`config.mk`:
```
export PLATFORM = sky130hd
export DESIGN_NAME = pmwd_core
export DESIGN_NICKNAME = d
export VERILOG_FILES = /design/src/core/pmwd_pkg.sv /design/src/core/pmwd_core.sv /design/src/core/pmwd_timer.sv
export SDC_FILE = /design/constraint.sdc
export NUM_CORES = 1
export LEC_CHECK = 0
export BUFFER_PORTS_ARGS = -buffer_cell sky130_fd_sc_hd__buf_4
export CAP_MARGIN = 40
export CORE_MARGIN = 4
export CORE_UTILIZATION = 50
export DETAILED_ROUTE_END_ITERATION = 8
export GPL_TIMING_DRIVEN = 0
export PLACE_DENSITY = 0.7
export SYNTH_ARGS = -nofsm -noshare
export SYNTH_HDL_FRONTEND = slang
export SYNTH_SLANG_ARGS = --single-unit
```
`constraint.sdc`:
```
create_clock -name clk_in -period 4.6 [get_ports clk_in]
set_input_delay 0.92 -clock clk_in [delete_from_list [all_inputs] [get_ports clk_in]]
set_output_delay 0.92 -clock clk_in [all_outputs]
set_load 0.05 [all_outputs]
```
`src/core/pmwd_pkg.sv`:
```
// Package for the system watchdog: register map, field layout, reset values, states and timing.
// Assumes an 8-bit register port with a 9-bit address and a watchdog tick near 32 kHz.
package pmwd_pkg;

  // ----------------------------------------------------------------------------
  // Register map
  // ----------------------------------------------------------------------------
  localparam int ADDR_W = 9;
  localparam int DATA_W = 8;
  localparam logic [ADDR_W-1:0] ADDR_FAULT_RECORD = 9'h005;
  localparam logic [ADDR_W-1:0] ADDR_EVENT_GROUP_A = 9'h006;
  localparam logic [ADDR_W-1:0] ADDR_IRQ_MASK_GROUP_A = 9'h00a;
  localparam logic [ADDR_W-1:0] ADDR_CONTROL_B = 9'h00f;
  localparam logic [ADDR_W-1:0] ADDR_CONTROL_D = 9'h011;
  localparam logic [ADDR_W-1:0] ADDR_CONTROL_F = 9'h013;

  // ----------------------------------------------------------------------------
  // Field positions and reset values
  // ----------------------------------------------------------------------------
  localparam int TIMEOUT_FAULT_BIT = 0;
  localparam int WARNING_EVENT_BIT = 3;
  localparam int WARNING_MASK_BIT = 3;
  localparam int KICK_BIT = 0;
  localparam int RETRY_LSB = 5;
  localparam int RETRY_W = 2;
  localparam int PERIOD_SEL_W = 3;
  localparam logic [DATA_W-1:0] REG_ZERO = 8'h00;
  localparam logic [DATA_W-1:0] MASK_A_RST = 8'h00;
  localparam logic [RETRY_W-1:0] RETRY_RST = 2'h3;
  localparam logic [PERIOD_SEL_W-1:0] PERIOD_SEL_OFF = 3'h0;

  // ----------------------------------------------------------------------------
  // Timing
  // ----------------------------------------------------------------------------
  localparam int CNT_W = 23;
  localparam int TICK_HZ = 32768;
  localparam logic [CNT_W-1:0] BASE_PERIOD_TICKS = 23'h008000;
  localparam int MIN_KICK_US = 1000;
  localparam logic [CNT_W-1:0] MIN_KICK_TICKS = CNT_W'((MIN_KICK_US * TICK_HZ + 999999) / 1000000);

  // ----------------------------------------------------------------------------
  // Types
  // ----------------------------------------------------------------------------
  typedef enum logic [1:0] {
    PMWD_IDLE = 2'b00,
    PMWD_ARMED = 2'b01,
    PMWD_SHUT = 2'b11,
    PMWD_FROZEN = 2'b10
  } pmwd_state_t;

  typedef struct packed {
    logic wr;
    logic rd;
    logic [ADDR_W-1:0] addr;
    logic [DATA_W-1:0] wdata;
  } pmwd_req_t;

  typedef struct packed {
    logic half;
    logic full;
    logic min_ok;
  } pmwd_tmr_t;

  // Period in watchdog ticks; select 1 gives the base period, each step doubles it.
  function automatic logic [CNT_W-1:0] pmwd_period(input logic [PERIOD_SEL_W-1:0] sel);
    logic [CNT_W-1:0] p;
    p = BASE_PERIOD_TICKS << (sel - 3'h1);
    return p;
  endfunction

endpackage

```
`src/core/pmwd_core.sv`:
```
// System watchdog of the power manager: kick sources, period and warning, timeout shutdown, retries.
// Assumes a registered host register port on clk_in, tick pulses and the kick pin from other domains,
// and a sequencer that reports the active state on seq_active_in in this clock domain.
`timescale 1ns/10ps
`default_nettype none
module pmwd_core
  import pmwd_pkg::*;
(
  input wire logic clk_in,
  input wire logic nrst_in,
  input wire logic reg_wr_in,
  input wire logic reg_rd_in,
  input wire logic [ADDR_W-1:0] reg_addr_in,
  input wire logic [DATA_W-1:0] reg_wdata_in,
  output logic [DATA_W-1:0] reg_rdata_out,
  input wire logic kick_input_in,
  input wire logic kick_input_sel_in,
  input wire logic kick_input_level_mode_in,
  input wire logic otp_stop_bypass_in,
  input wire logic xtal_clk_ok_in,
  input wire logic xtal_tick_in,
  input wire logic slow_tick_in,
  input wire logic seq_active_in,
  input wire logic general_output_reset_sel_in,
  output logic irq_out,
  output logic armed_out,
  output logic shutdown_req_out,
  output logic main_reset_output_out,
  output logic secondary_reset_out,
  output logic standby_off_hold_out,
  output logic xtal_source_out
);

  // ----------------------------------------------------------------------------
  // Synchronisers for pin and foreign-clock inputs
  // ----------------------------------------------------------------------------
  localparam int SYNC_N = 4;
  logic [SYNC_N-1:0] meta_r;
  logic [SYNC_N-1:0] sync_r;
  logic [SYNC_N-1:0] sync_d_r;
  logic [SYNC_N-1:0] sync_nxt;

  always_comb begin
    sync_nxt = {slow_tick_in, xtal_tick_in, xtal_clk_ok_in, kick_input_in};
  end

  always_ff @(posedge clk_in) begin
    if (!nrst_in) begin
      meta_r <= '0;
      sync_r <= '0;
      sync_d_r <= '0;
    end else begin
      meta_r <= sync_nxt;
      sync_r <= meta_r;
      sync_d_r <= sync_r;
    end
  end

  logic kick_level;
  logic kick_rise;
  logic xtal_ok;
  logic xtal_rise;
  logic slow_rise;
  logic tick;

  always_comb begin
    kick_level = sync_r[0];
    kick_rise = sync_r[0] & ~sync_d_r[0];
    xtal_ok = sync_r[1];
    xtal_rise = sync_r[2] & ~sync_d_r[2];
    slow_rise = sync_r[3] & ~sync_d_r[3];
    // A lost crystal falls back to the slow clock at once; the period stretches by their ratio.
    tick = xtal_ok ? xtal_rise : slow_rise;
  end

  // ----------------------------------------------------------------------------
  // Register state
  // ----------------------------------------------------------------------------
  pmwd_req_t req;
  pmwd_state_t state_r;
  pmwd_state_t state_nxt;
  pmwd_tmr_t tmr;
  logic [DATA_W-1:0] fault_r;
  logic [DATA_W-1:0] fault_nxt;
  logic [DATA_W-1:0] event_r;
  logic [DATA_W-1:0] event_nxt;
  logic [DATA_W-1:0] mask_r;
  logic [DATA_W-1:0] mask_nxt;
  logic [RETRY_W-1:0] retry_field_r;
  logic [RETRY_W-1:0] retry_field_nxt;
  logic [RETRY_W-1:0] retry_r;
  logic [RETRY_W-1:0] retry_nxt;
  logic [PERIOD_SEL_W-1:0] period_sel_r;
  logic [PERIOD_SEL_W-1:0] period_sel_nxt;
  logic [DATA_W-1:0] rdata_r;
  logic [DATA_W-1:0] rdata_nxt;
  logic wd_enable;
  logic reg_kick;
  logic pin_kick;
  logic level_hold;
  logic kick_ok;
  logic timeout;
  logic restart;

  function automatic logic hit(input pmwd_req_t r, input logic [ADDR_W-1:0] a);
    return r.wr && (r.addr == a);
  endfunction

  always_comb begin
    req = '{wr: reg_wr_in, rd: reg_rd_in, addr: reg_addr_in, wdata: reg_wdata_in};
  end

  // ----------------------------------------------------------------------------
  // Kicks
  // ----------------------------------------------------------------------------
  always_comb begin
    wd_enable = (period_sel_r != PERIOD_SEL_OFF);
    reg_kick = hit(req, ADDR_CONTROL_F) && req.wdata[KICK_BIT];
    pin_kick = kick_input_sel_in && kick_rise;
    level_hold = kick_input_sel_in && kick_input_level_mode_in && kick_level;
    // Outside level mode a kick that comes too early is ignored rather than accepted.
    kick_ok = level_hold || ((reg_kick || pin_kick) && (kick_input_level_mode_in || tmr.min_ok));
    timeout = (state_r == PMWD_ARMED) && tmr.full;
    restart = kick_ok || (state_r != PMWD_ARMED);
  end

  pmwd_timer u_timer (
    .clk_in(clk_in),
    .nrst_in(nrst_in),
    .run_in(state_r == PMWD_ARMED),
    .restart_in(restart),
    .tick_in(tick),
    .period_in(pmwd_period(period_sel_r)),
    .tmr_out(tmr)
  );

  // ----------------------------------------------------------------------------
  // Registers and control
  // ----------------------------------------------------------------------------
  always_comb begin
    state_nxt = state_r;
    fault_nxt = fault_r;
    event_nxt = event_r;
    mask_nxt = mask_r;
    retry_field_nxt = retry_field_r;
    retry_nxt = retry_r;
    period_sel_nxt = period_sel_r;
    rdata_nxt = rdata_r;

    // Write-one-to-clear first, so a hardware set in the same cycle wins.
    if (hit(req, ADDR_FAULT_RECORD)) begin
      fault_nxt[TIMEOUT_FAULT_BIT] = fault_r[TIMEOUT_FAULT_BIT] & ~req.wdata[TIMEOUT_FAULT_BIT];
    end
    if (hit(req, ADDR_EVENT_GROUP_A)) begin
      event_nxt[WARNING_EVENT_BIT] = event_r[WARNING_EVENT_BIT] & ~req.wdata[WARNING_EVENT_BIT];
    end
    if (hit(req, ADDR_IRQ_MASK_GROUP_A)) begin
      mask_nxt = REG_ZERO;
      mask_nxt[WARNING_MASK_BIT] = req.wdata[WARNING_MASK_BIT];
    end
    if (hit(req, ADDR_CONTROL_B)) begin
      retry_field_nxt = req.wdata[RETRY_LSB +: RETRY_W];
      retry_nxt = req.wdata[RETRY_LSB +: RETRY_W];
    end
    if (hit(req, ADDR_CONTROL_D)) begin
      // Switching off is refused once armed; only the one-time bypass lets it through.
      if ((req.wdata[PERIOD_SEL_W-1:0] != PERIOD_SEL_OFF) || (state_r != PMWD_ARMED) || otp_stop_bypass_in) begin
        period_sel_nxt = req.wdata[PERIOD_SEL_W-1:0];
      end
    end

    if ((state_r == PMWD_ARMED) && tmr.half) begin
      event_nxt[WARNING_EVENT_BIT] = 1'b1;
    end

    unique case (state_r)
      PMWD_IDLE: begin
        if (wd_enable && seq_active_in) begin
          state_nxt = PMWD_ARMED;
        end
      end
      PMWD_ARMED: begin
        if (!wd_enable) begin
          state_nxt = PMWD_IDLE;
        end else if (timeout) begin
          fault_nxt[TIMEOUT_FAULT_BIT] = 1'b1;
          state_nxt = PMWD_SHUT;
          if (retry_r != '0) begin
            retry_nxt = retry_r - 2'h1;
          end
        end
      end
      PMWD_SHUT: begin
        if (!seq_active_in) begin
          state_nxt = (retry_r == '0) ? PMWD_FROZEN : PMWD_IDLE;
        end
      end
      PMWD_FROZEN: begin
        state_nxt = PMWD_FROZEN;
      end
    endcase

    if (req.rd) begin
      unique case (req.addr)
        ADDR_FAULT_RECORD: rdata_nxt = fault_r;
        ADDR_EVENT_GROUP_A: rdata_nxt = event_r;
        ADDR_IRQ_MASK_GROUP_A: rdata_nxt = mask_r;
        ADDR_CONTROL_B: begin
          rdata_nxt = REG_ZERO;
          rdata_nxt[RETRY_LSB +: RETRY_W] = retry_field_r;
        end
        ADDR_CONTROL_D: rdata_nxt = DATA_W'(period_sel_r);
        default: rdata_nxt = REG_ZERO;
      endcase
    end
  end

  always_ff @(posedge clk_in) begin
    if (!nrst_in) begin
      state_r <= PMWD_IDLE;
      fault_r <= REG_ZERO;
      event_r <= REG_ZERO;
      mask_r <= MASK_A_RST;
      retry_field_r <= RETRY_RST;
      retry_r <= RETRY_RST;
      period_sel_r <= PERIOD_SEL_OFF;
      rdata_r <= REG_ZERO;
      irq_out <= 1'b0;
      armed_out <= 1'b0;
      shutdown_req_out <= 1'b0;
      main_reset_output_out <= 1'b0;
      secondary_reset_out <= 1'b0;
      standby_off_hold_out <= 1'b0;
      xtal_source_out <= 1'b0;
    end else begin
      state_r <= state_nxt;
      fault_r <= fault_nxt;
      event_r <= event_nxt;
      mask_r <= mask_nxt;
      retry_field_r <= retry_field_nxt;
      retry_r <= retry_nxt;
      period_sel_r <= period_sel_nxt;
      rdata_r <= rdata_nxt;
      irq_out <= event_nxt[WARNING_EVENT_BIT] & ~mask_nxt[WARNING_MASK_BIT];
      armed_out <= (state_nxt == PMWD_ARMED);
      shutdown_req_out <= timeout && wd_enable;
      main_reset_output_out <= (state_nxt == PMWD_SHUT);
      secondary_reset_out <= (state_nxt == PMWD_SHUT) && general_output_reset_sel_in;
      standby_off_hold_out <= (state_nxt == PMWD_FROZEN);
      xtal_source_out <= xtal_ok;
    end
  end

  assign reg_rdata_out = rdata_r;

  // ----------------------------------------------------------------------------
  // Checks
  // ----------------------------------------------------------------------------
  chk_timeout_logs_fault: assert property (@(posedge clk_in) disable iff (!nrst_in)
    (timeout && wd_enable) |=> fault_r[TIMEOUT_FAULT_BIT] && (state_r == PMWD_SHUT) && shutdown_req_out)
    else $error("timeout did not log a fault and shut down");

  chk_no_stop_locked: assert property (@(posedge clk_in) disable iff (!nrst_in)
    ((state_r == PMWD_ARMED) && !otp_stop_bypass_in) |=> (period_sel_r != PERIOD_SEL_OFF))
    else $error("armed watchdog was switched off without bypass");

  chk_tick_source: assert property (@(posedge clk_in) disable iff (!nrst_in)
    (!xtal_ok && !slow_rise) || (xtal_ok && !xtal_rise) |-> !tick)
    else $error("tick taken from the wrong clock source");

  chk_arm_on_active: assert property (@(posedge clk_in) disable iff (!nrst_in)
    ((state_r == PMWD_IDLE) && wd_enable && seq_active_in) |=> (state_r == PMWD_ARMED) && armed_out)
    else $error("watchdog did not arm on entry to active");

  chk_warn_recorded: assert property (@(posedge clk_in) disable iff (!nrst_in)
    ((state_r == PMWD_ARMED) && tmr.half) |=> event_r[WARNING_EVENT_BIT])
    else $error("half period passed without warning event");

  chk_level_hold_safe: assert property (@(posedge clk_in) disable iff (!nrst_in)
    ((state_r == PMWD_ARMED) && wd_enable && level_hold) [*2] |=> (state_r == PMWD_ARMED))
    else $error("held kick input did not prevent timeout");

  chk_secondary_reset: assert property (@(posedge clk_in) disable iff (!nrst_in)
    ((state_r == PMWD_SHUT) && $past(general_output_reset_sel_in)) |-> secondary_reset_out && main_reset_output_out)
    else $error("secondary reset missing during watchdog power-down");

  chk_retry_decrement: assert property (@(posedge clk_in) disable iff (!nrst_in)
    (timeout && wd_enable && (retry_r != '0) && !hit(req, ADDR_CONTROL_B)) |=> (retry_r == $past(retry_r) - 2'h1))
    else $error("retry counter not decremented on timeout");

  chk_frozen_stays: assert property (@(posedge clk_in) disable iff (!nrst_in)
    (state_r == PMWD_FROZEN) |=> (state_r == PMWD_FROZEN) && standby_off_hold_out)
    else $error("device left standby-off after retries ran out");

  chk_mask_blocks_irq: assert property (@(posedge clk_in) disable iff (!nrst_in)
    mask_r[WARNING_MASK_BIT] |-> !irq_out)
    else $error("masked warning produced an interrupt");

endmodule // pmwd_core
`default_nettype wire

```
`src/core/pmwd_timer.sv`:
```
// Period counter of the system watchdog, counting slow watchdog ticks.
// Assumes tick_in is a one-cycle pulse on clk_in and restart_in comes from the same domain.
`timescale 1ns/10ps
`default_nettype none
module pmwd_timer
  import pmwd_pkg::*;
(
  input wire logic clk_in,
  input wire logic nrst_in,
  input wire logic run_in,
  input wire logic restart_in,
  input wire logic tick_in,
  input wire logic [CNT_W-1:0] period_in,
  output pmwd_tmr_t tmr_out
);

  logic [CNT_W-1:0] cnt_r;
  logic [CNT_W-1:0] cnt_nxt;
  pmwd_tmr_t tmr_r;
  pmwd_tmr_t tmr_nxt;

  // ----------------------------------------------------------------------------
  // Counting
  // ----------------------------------------------------------------------------
  always_comb begin
    cnt_nxt = cnt_r;
    tmr_nxt = '0;
    if (!run_in || restart_in) begin
      cnt_nxt = '0;
    end else if (tick_in) begin
      cnt_nxt = cnt_r + 23'h000001;
      tmr_nxt.half = (cnt_nxt == (period_in >> 1));
      if (cnt_nxt >= period_in) begin
        tmr_nxt.full = 1'b1;
        cnt_nxt = '0;
      end
    end
    tmr_nxt.min_ok = (cnt_nxt >= MIN_KICK_TICKS);
  end

  always_ff @(posedge clk_in) begin
    if (!nrst_in) begin
      cnt_r <= '0;
      tmr_r <= '0;
    end else begin
      cnt_r <= cnt_nxt;
      tmr_r <= tmr_nxt;
    end
  end

  assign tmr_out = tmr_r;

  chk_restart_clears_count: assert property (@(posedge clk_in) disable iff (!nrst_in)
    restart_in |=> (cnt_r == '0) && !tmr_r.full && !tmr_r.half)
    else $error("restart did not clear the watchdog count");

endmodule // pmwd_timer
`default_nettype wire

```
Word level (Yosys, flattened, before mapping) --
Index checks and enable logic that the tools add are counted.
Storage, ports and cells: flip-flop bits (word level) 65, input port bits 30, output and inout bits 15, word-level logic and storage cells 111
Operators by class: add/subtract/negate cells 3, order comparisons 2, equality and inequality tests 14, shift operators 1, muxes and demuxes 24, bitwise logic cells 14, reduce and logical (&&, ||, !) cells 31
Operators by type and width (number):
- 23-bit 2-to-1 mux | 3
- 7-bit case mux with 5 select lines | 1
- 23-bit by 1-bit adder with 23-bit output (second input constant) | 1
- 23-bit by 22-bit == test with 1-bit output | 1
- 23-bit greater-or-equal comparator | 1
- 23-bit by 6-bit greater-or-equal comparator with 1-bit output (second input constant) | 1
- 16-bit by 3-bit left shift with 23-bit output (first input constant) | 1
- 2-bit 2-to-1 mux | 10
- 9-bit by 3-bit == test with 1-bit output (second input constant) | 2
- 9-bit by 4-bit == test with 1-bit output (second input constant) | 2
- 9-bit by 5-bit == test with 1-bit output (second input constant) | 2
- 1-bit logical AND | 16
- 2-bit == test (second input constant) | 4
- 1-bit 2-to-1 mux | 8
- 1-bit NOT | 8
- 2-bit case mux with 4 select lines | 1
- 1-bit logical OR | 7
- 1-bit bitwise AND | 6
- 3-bit nonzero test | 2
- 2-bit by 1-bit == test with 1-bit output (second input constant) | 2
- 2-bit zero test | 2
- 4-bit 2-to-1 mux | 1
- 3-bit OR reduction | 1
- 3-bit by 1-bit subtractor with 3-bit output (second input constant) | 1
- other kinds (5) | 5

Longest topological paths before layout --
Gate-level depths: netlist of run 1.
word-level depth 10, gate-level depth with buffers 16, gate-level depth less buffers 14

Hierarchy --
Synthesis of run 1 repeated with hierarchy kept, for this count alone.
Second synthesis, totals: cell total of the unflattened synthesis 479, area, all modules 3958.8 µm²
By module, submodules not included:
- pmwd_timer | times used 1, cells each 312, area an instance 2419.8 µm², seq. area each 520.5 µm²
- pmwd_core | times used 1, cells each 167, area an instance 1539.0 µm², seq. area each 720.7 µm²

Worst setup path after synthesis of run 1 --
Ideal clock, no wire load.
kind flip-flop to flip-flop, from register u_timer.cnt_r[8], to register u_timer.cnt_r[4], library setup time 0.075 ns, data arrival time 3.032 ns, data required time 4.525 ns, slack 1.493 ns, stages on the path, launching flop included 14, path buffers 1, clock period less this slack 3.107 ns, cell sequence dfxtp_1 buf_6 nand4_4 or4_4 nor2_8 xnor2_2 ha_1 o21a_1 o2bb2ai_1 nor2_1 o31ai_4 nand2_2 or4_1 a21oi_1
On the way: longest elaborated chain between the ends 5
Ends and longest elaborated chain:
- start, declared | RTL line pmwd_timer.sv:17 | logic [CNT_W-1:0] cnt_r;
- start signal, assigned | RTL line pmwd_timer.sv:46 | cnt_r <= cnt_nxt;
- 23-bit by 1-bit adder with 23-bit output | RTL line pmwd_timer.sv:31 | cnt_nxt = cnt_r + 23'h000001;
- 23-bit greater-or-equal comparator | RTL line pmwd_timer.sv:33 | if (cnt_nxt >= period_in) begin
- 23-bit 2-to-1 mux | RTL line pmwd_timer.sv:33
- 23-bit 2-to-1 mux | RTL line pmwd_timer.sv:30 | end else if (tick_in) begin
- 23-bit 2-to-1 mux | RTL line pmwd_timer.sv:28 | if (!run_in || restart_in) begin
Every way passes these cells. A chain may end at the register's enable or synchronous reset.

Worst setup path after layout of run 1 --
from register u_timer.cnt_r[0], to register u_timer.tmr_r (netlist bit u_timer.tmr_out[0])
On the way: longest elaborated chain between the ends 6
Ends and longest elaborated chain:
- 23-bit by 1-bit adder with 23-bit output | RTL line pmwd_timer.sv:31
- 23-bit greater-or-equal comparator | RTL line pmwd_timer.sv:33
- 23-bit 2-to-1 mux | RTL line pmwd_timer.sv:33
- 23-bit 2-to-1 mux * | RTL line pmwd_timer.sv:30
- 23-bit 2-to-1 mux * | RTL line pmwd_timer.sv:28
- 23-bit by 6-bit greater-or-equal comparator with 1-bit output * | RTL line pmwd_timer.sv:38 | tmr_nxt.min_ok = (cnt_nxt >= MIN_KICK_TICKS);
- end signal, assigned | RTL line pmwd_timer.sv:47 | tmr_r <= tmr_nxt;
- end, declared | RTL line pmwd_timer.sv:19 | pmwd_tmr_t tmr_r;
Mark *: on every way between the ends. The rest lies on a longest branch, timed or not.

==> flow_summary.json, run 1 <==
{
  "outcome": "complete, no violations",
  "cts_sinks": 62,
  "drt_pass1_iterations": 4,
  "areaGrowthSynthToFinish_pct": 16.9,
  "setup_tns_ps": 0,
  "cts_hold_buf": 0,
  "cts_resized": 0,
  "place_hpwl_um": 6300,
  "path_cells": "ha_1 -> nand2_1 -> nor2_2 -> nand3_1 -> xnor2_1 -> ha_1 -> o21ai_0 -> o2bb2ai_1 -> nor2_1 -> o31ai_4 -> nand2_2 -> a21o_1 -> buf_2 -> o21bai_1 -> nand4b_1",
  "dieWidth_um": 93.8,
  "clkTransAtPathRegs_ps": 70,
  "netlist_area_sq_um": 3680,
  "synth_cells": 439,
  "grt_overflow": 0,
  "finalHoldViolCount": 0,
  "clock-root-buffer": "clkbuf_8",
  "die_y_um": 93.8,
  "clock_path_buffers": 2,
  "slew_headroom_pct": 49.2,
  "antenna_found_initial": 0,
  "power.density_nw_per_um2": 248,
  "synth_warnings": 0,
  "synth-seq-cells": 62,
  "rsz0062_at_grt": "false",
  "cp-start-kind": "register",
  "grt_max_degree": 12,
  "synth_top_flop_cell": "dfxtp_1",
  "critPathRequiredTime_ps": 4860,
  "avgSynthCellArea_sq_um": 8.39,
  "tightest_slew_ps": 755,
  "cp_max_fo": 10,
  "arrival_ps": 3970,
  "drt_iter0_markers": 175,
  "die_area_sq_um": 8800,
  "gp_congestion": 0.891,
  "endpoint_kind": "register",
  "path_delay_family": "simple AND/OR/NAND/NOR gates",
  "cp_num_cells": 15,
  "diodes": 0,
  "min_path_cells": 1,
  "min_path_type": "register to register",
  "cp_slowest_stage_delay_ps": 420,
  "max-cap-violations": 0,
  "finalCritPeriodShare_pct": 80.6,
  "crit_type": "register to register",
  "setup_viol": 0,
  "p_leak_uw": 0.00163,
  "clock.fmax_ghz": 0.270,
  "drc": 0,
  "io_buffers": 39,
  "r2r_cells": 15,
  "cts_tree": "yes",
  "path_buf_inv": 1,
  "cts_made_buffers": 9,
  "start_util_pct": 51.0,
  "worstSkewPairLatency_ps": 340,
  "finalCriticalPeriod_ps": 3710,
  "ant_nets": 0,
  "finalWirelength_um": 8550,
  "peakVddDrop_mv": 0.144,
  "via_per_inst": 5.52,
  "synth_cell_types": 63,
  "postCtsSetupBuffers": 0,
  "ys_async_sr_fraction_pct": 0,
  "clock_skew_ps": 10.1,
  "num_vias": 3284,
  "grt_pass1_vias": 3032,
  "ys_seq_area_share_pct": 33.7,
  "slew_violations": 0,
  "drive_gt1_share_pct": 18.5,
  "grt_pass1_wl_um": 14100,
  "grt_usage_pct": 20.0,
  "wl_per_cell_um": 14.4,
  "fin_nets": 529,
  "holdWs_ps": 435,
  "synth_edf_count": 0,
  "rows": 31,
  "cpMaxStageDelayCell": "dfxtp_1",
  "core_sq_um": 7210,
  "io_pins": 45,
  "h-tree-depth": 3,
  "crit_top_cell": "ha_1"
}
## routing by layer
layer / track usage [%] / routed length (um)
met1: 26.2 / 3940
met4: 7.94 / 165
met5: 0 / 0
met3: 4.41 / 549
met2: 32.0 / 3900
## state kept, by name (all words and copies together) (netlist names), 3 cells and up
name and flops:
u_timer.cnt_r 23, sync_d_r 4, period_sel_r 3, reg_rdata_out 6, u_timer.tmr_out 3, sync_r 4
meta_r 4
## power by group
group	internal, uW	switching (uW)	leakage, uW
sequential	541	1.11	0.000501
combinational	23.7	26.3	0.00104
clock	248	228	0.0000883
## final timing paths
check                                   start                            end  slack (ps)
setup / recovery  u_timer.cnt_r[0]$_SDFF_PN0_  u_timer.tmr_out[0]$_SDFF_PN0_         890
hold / removal           meta_r[0]$_SDFF_PN0_           sync_r[0]$_SDFF_PN0_         440
setup reg to reg  u_timer.cnt_r[0]$_SDFF_PN0_  u_timer.tmr_out[0]$_SDFF_PN0_         890
hold reg to reg          meta_r[0]$_SDFF_PN0_           sync_r[0]$_SDFF_PN0_         440
## cells by family (layout without fill, tap and decap cells)
logic type      count (synthesis)  count (layout)  synth area share [%]
fa+ha+maj                       8               8                  2.72
xor+xnor                       35              35                  8.94
buf+inv                        43              99                  7.17
mux                             6               6                  1.63
other cells                     1               2                 0.102
simple gates                  211             211                  31.4
flops                          62              62                  33.7
compound gates                 73              73                  14.3
## placed cells by master (no fill, tap or decap), types with 7 or more instances in the layout
cell type and count:
and2_1 20, nor2_1 41, nor2b_1 7, nand2_1 33
clkbuf_8 14, dfxtp_1 62, ha_1 8, xnor2_1 25
o21ai_0 13, nand3_1 31, nand4_1 10, clkbuf_1 11
xor2_1 7, a21oi_1 18, and3_1 9, inv_1 14
nor3_1 15, nand2b_1 8, buf_4 43
## synthesized netlist by cell type, types with 6 or more instances
library cell / instances / area share, %
nand2_1: 33 / 3.4
a21oi_1: 18 / 2.4
and2_1: 20 / 3.4
nor2_1: 41 / 4.2
buf_2: 6 / 0.82
xor2_1: 7 / 1.7
nor4_1: 6 / 1.0
clkbuf_1: 10 / 1.0
inv_1: 14 / 1.4
dfxtp_1: 62 / 34
ha_1: 8 / 2.7
nand4_1: 10 / 1.7
nand2b_1: 8 / 1.4
nand3_1: 31 / 4.2
xnor2_1: 25 / 5.9
mux2i_1: 6 / 1.6
nor2b_1: 7 / 1.2
and3_1: 9 / 1.5
nor3_1: 15 / 2.0
o21ai_0: 13 / 1.8
## metrics by stage
step / power (uW) / cells / setup slack [ps] / utilization (%) / instance area (sq um)
floorplan: 578 / 440 / 1490 / - / 3680
global placement: 603 / 578 / 994 / 56.9 / 4100
detailed placement: 604 / 579 / 957 / 57.0 / 4110
CTS: 1080 / 595 / 933 / 59.6 / 4300
global route: 1110 / 595 / 657 / 59.6 / 4300
finish: 1070 / 595 / 892 / 59.6 / 4300
## area by class of cell
class | count | area [sq um]
Buffer | 29 | 211
Clock buffer | 10 | 128
Clock inverter | 6 | 62.6
Fill cell | 688 | 2910
Inverter | 14 | 52.6
Multi-Input combinational cell | 335 | 2180
Sequential cell | 62 | 1240
Tap cell | 99 | 124
Timing Repair Buffer | 40 | 303
Power figures use the tool's default switching activity.
==> inputs of run 2 (changes only) <==
--- a/config.mk
+++ b/config.mk
@@ -5,6 +5,7 @@
 export SDC_FILE = /design/constraint.sdc
 export NUM_CORES = 1
 export LEC_CHECK = 0
+export ABC_AREA = 1
 export BUFFER_PORTS_ARGS = -buffer_cell sky130_fd_sc_hd__buf_4
 export CAP_MARGIN = 40
 export CORE_MARGIN = 4
==> constraint.sdc (replaced) <==
create_clock -name clk_in -period 3.8 [get_ports clk_in]
set_input_delay 0.76 -clock clk_in [delete_from_list [all_inputs] [get_ports clk_in]]
set_output_delay 0.76 -clock clk_in [all_outputs]
set_load 0.05 [all_outputs]
==> flow_summary.json, run 2 <==
{
  "outcome": "complete, no violations",
  "arrival_ps": 3580,
  "max-cap-violations": 0,
  "ys_seq_area_share_pct": 34.3,
  "synth_warnings": 0,
  "cp_max_fo": 10,
  "finalWirelength_um": 9570,
  "p_leak_uw": 0.00200,
  "fin_ws_ps": 425,
  "io_pins": 45,
  "cts_made_buffers": 9,
  "rows": 30,
  "report.power.total_uw": 1400,
  "synthTopCellsByCount": "nand2_1, nor2_1, inv_1",
  "grt_pass1_wl_um": 16000,
  "r2r_start": "u_timer.cnt_r[0]$_SDFF_PN0_",
  "num_vias": 3636,
  "fin_nets": 647,
  "cts_sinks": 62,
  "synth_top_flop_cell": "dfxtp_1",
  "die_area_sq_um": 8650,
  "ys_async_sr_fraction_pct": 0,
  "cp_slowest_stage_delay_ps": 380,
  "netlist_area_sq_um": 3610,
  "critPathRequiredTime_ps": 4000,
  "slew_headroom_pct": 64.0,
  "tightest_slew_ps": 540,
  "place_hpwl_um": 7420,
  "path_buf_inv": 1,
  "synth_area_leader_cell": "dfxtp_1",
  "min_from": "meta_r[3]$_SDFF_PN0_",
  "finalCritPeriodShare_pct": 88.8,
  "gp_congestion": 0.942,
  "synth_top_area_share_pct": 34.3,
  "wl_per_cell_um": 13.5,
  "cpMaxStageDelayCell": "dfxtp_1",
  "slew_violations": 0,
  "io_buffers": 39,
  "final_cell_mix": "nand2_1, nor2_1, inv_1, dfxtp_1, buf_4",
  "drive_gt1_share_pct": 14.0,
  "layout_commonest_cell": "nand2_1",
  "grt_usage_pct": 23.4,
  "power.density_nw_per_um2": 326,
  "fill_cells": 688,
  "ant_nets": 0,
  "die_y_um": 93.0,
  "h-tree-depth": 3,
  "finalCriticalPeriod_ps": 3370,
  "finalHoldViolCount": 0,
  "synth_most_common_cell": "nand2_1",
  "clock-root-buffer": "clkbuf_8",
  "grt_pass1_vias": 3419,
  "avgSynthCellArea_sq_um": 6.51,
  "endpoint_kind": "register",
  "grt_overflow": 0,
  "peakVddDrop_mv": 0.214,
  "drt_pass1_iterations": 7,
  "crit_top_cell": "nor2_1",
  "rsz0062_at_grt": "false",
  "core_sq_um": 6910,
  "r2r_cells": 21,
  "path_cells": "ha_1 -> nand2_1 -> nor2_2 -> nand3_1 -> nor3_2 -> xor2_2 -> ha_1 -> nand2_1 -> o21ai_0 -> nor2_1 -> nand2_2 -> nand3_4 -> nand2_4 -> nand2_4 -> buf_6 -> nand3_2 -> nand2_1 -> nor2_1 -> nand3_1 -> nor2_1 -> nor2_1",
  "clkTransAtPathRegs_ps": 70,
  "diodes": 0,
  "worstHoldEndpoint": "sync_r[3]$_SDFF_PN0_",
  "setup_viol": 0,
  "worstSkewPairLatency_ps": 340,
  "crit_type": "register to register",
  "r2r_slack_ps": 430,
  "grt_max_degree": 12,
  "drc": 0,
  "synth-seq-cells": 62,
  "clock.fmax_ghz": 0.296,
  "largest_reg_flops": 23,
  "areaGrowthSynthToFinish_pct": 18.8,
  "synth_cells": 555,
  "cts_tree": "yes",
  "start_util_pct": 52.3,
  "clock_skew_ps": 8.27,
  "synth_edf_count": 0,
  "clock_path_buffers": 2,
  "setup_tns_ps": 0,
  "dieWidth_um": 93.0,
  "synth_cell_types": 40,
  "via_per_inst": 5.12,
  "path_delay_family": "simple AND/OR/NAND/NOR gates",
  "final_core_util_pct": 62.2,
  "post-place-ws_ps": 234,
  "min_path_cells": 2,
  "cp-start-kind": "register",
  "antenna_found_initial": 0,
  "top_register": "u_timer.cnt_r",
  "r2r_end": "u_timer.tmr_out[0]$_SDFF_PN0_",
  "ys_top_cells_by_area": "dfxtp_1, nand2_1, nor2_1",
  "min_path_type": "register to register",
  "drt_iter0_markers": 335
}
==> run 2: cell types whose count changed after synthesis, moves of 6 or more <==
cell / before / now
nor2b_1: 7 / 0
and2_1: 20 / 1
nand3_1: 31 / 38
inv_1: 14 / 74
nand2b_1: 8 / 0
nor2_1: 41 / 84
xnor2_1: 25 / 4
xor2_1: 7 / 14
o21ai_0: 13 / 26
and3_1: 9 / 1
nand2_1: 33 / 140
mux2i_1: 6 / 0
==> run 2: area by class of cell <==
| cell class | count | area [sq um] | area share [%] |
|---|---|---|---|
| Clock inverter | 6 | 85.1 | 1.98 |
| Clock buffer | 10 | 138 | 3.21 |
| Buffer | 15 | 77.6 | 1.81 |
| Inverter | 76 | 285 | 6.64 |
| Sequential cell | 62 | 1240 | 28.9 |
| Timing Repair Buffer | 42 | 315 | 7.34 |
| Multi-Input combinational cell | 403 | 2030 | 47.3 |
| Tap cell | 96 | 120 | 2.80 |
==> run 2: logic make-up (layout without fill, tap and decap cells) <==
family / after synthesis / in the layout / synth area share [%]
fa+ha+maj: 8 / 8 / 2.77
xor+xnor: 19 / 19 / 4.81
compound gates: 55 / 55 / 8.20
simple gates: 319 / 319 / 39.7
flops: 62 / 62 / 34.3
buf+inv: 91 / 149 / 10.0
other cells: 1 / 2 / 0.104
==> run 2: worst max path at each step <==
stage | startpoint | end | slack, ps | depth (start not counted)
after floorplan | u_timer.cnt_r[0]$_SDFF_PN0_ | u_timer.tmr_out[0]$_SDFF_PN0_ | 930 | 21
after global placement | u_timer.cnt_r[0]$_SDFF_PN0_ | u_timer.tmr_out[0]$_SDFF_PN0_ | 260 | 21
after detailed placement | u_timer.cnt_r[0]$_SDFF_PN0_ | u_timer.tmr_out[0]$_SDFF_PN0_ | 230 | 21
after CTS | u_timer.cnt_r[0]$_SDFF_PN0_ | u_timer.tmr_out[0]$_SDFF_PN0_ | 180 | 21
after global routing | u_timer.cnt_r[0]$_SDFF_PN0_ | u_timer.tmr_out[0]$_SDFF_PN0_ | 10 | 21
final | u_timer.cnt_r[0]$_SDFF_PN0_ | u_timer.tmr_out[0]$_SDFF_PN0_ | 430 | 21
==> run 2: tightest hold or removal path, cell delays in order (launching register included) <==
cell,delay (ps)
dfxtp_1,310
nand2_1,50
inv_1,40
==> run 2: metrics by stage <==
stage / instances / area (sq um) / hold slack [ps]
floorplan: 556 / 3620 / 390
global placement: 691 / 4030 / 394
detailed placement: 692 / 4040 / 405
CTS: 708 / 4260 / 422
global route: 710 / 4290 / 441
finish: 710 / 4290 / 417
==> run 2: what timing repair did <==
item / CTS / global route
setup buffers: 0 / 2
setup endpoints to repair: 0 / 1
hold buffers: 0 / 0
resized for setup: 0 / 3
==> run 2: routing by layer <==
metal	up-vias	GRT usage [%]	part of all wire (%)
met5	-	0	0
met4	0	6.72	1.2
met3	10	4.02	6.9
met2	136	38.0	46
met1	1631	31.9	46
li1	1859	-	-
==> run 2: power breakdown <==
| part | internal [uW] | total [uW] | switching, uW |
|---|---|---|---|
| Sequential | 657 | 659 | 2.68 |
| Clock | 385 | 652 | 267 |
| Combinational | 33.1 | 87.1 | 53.9 |
| Total | 1070 | 1400 | 324 |
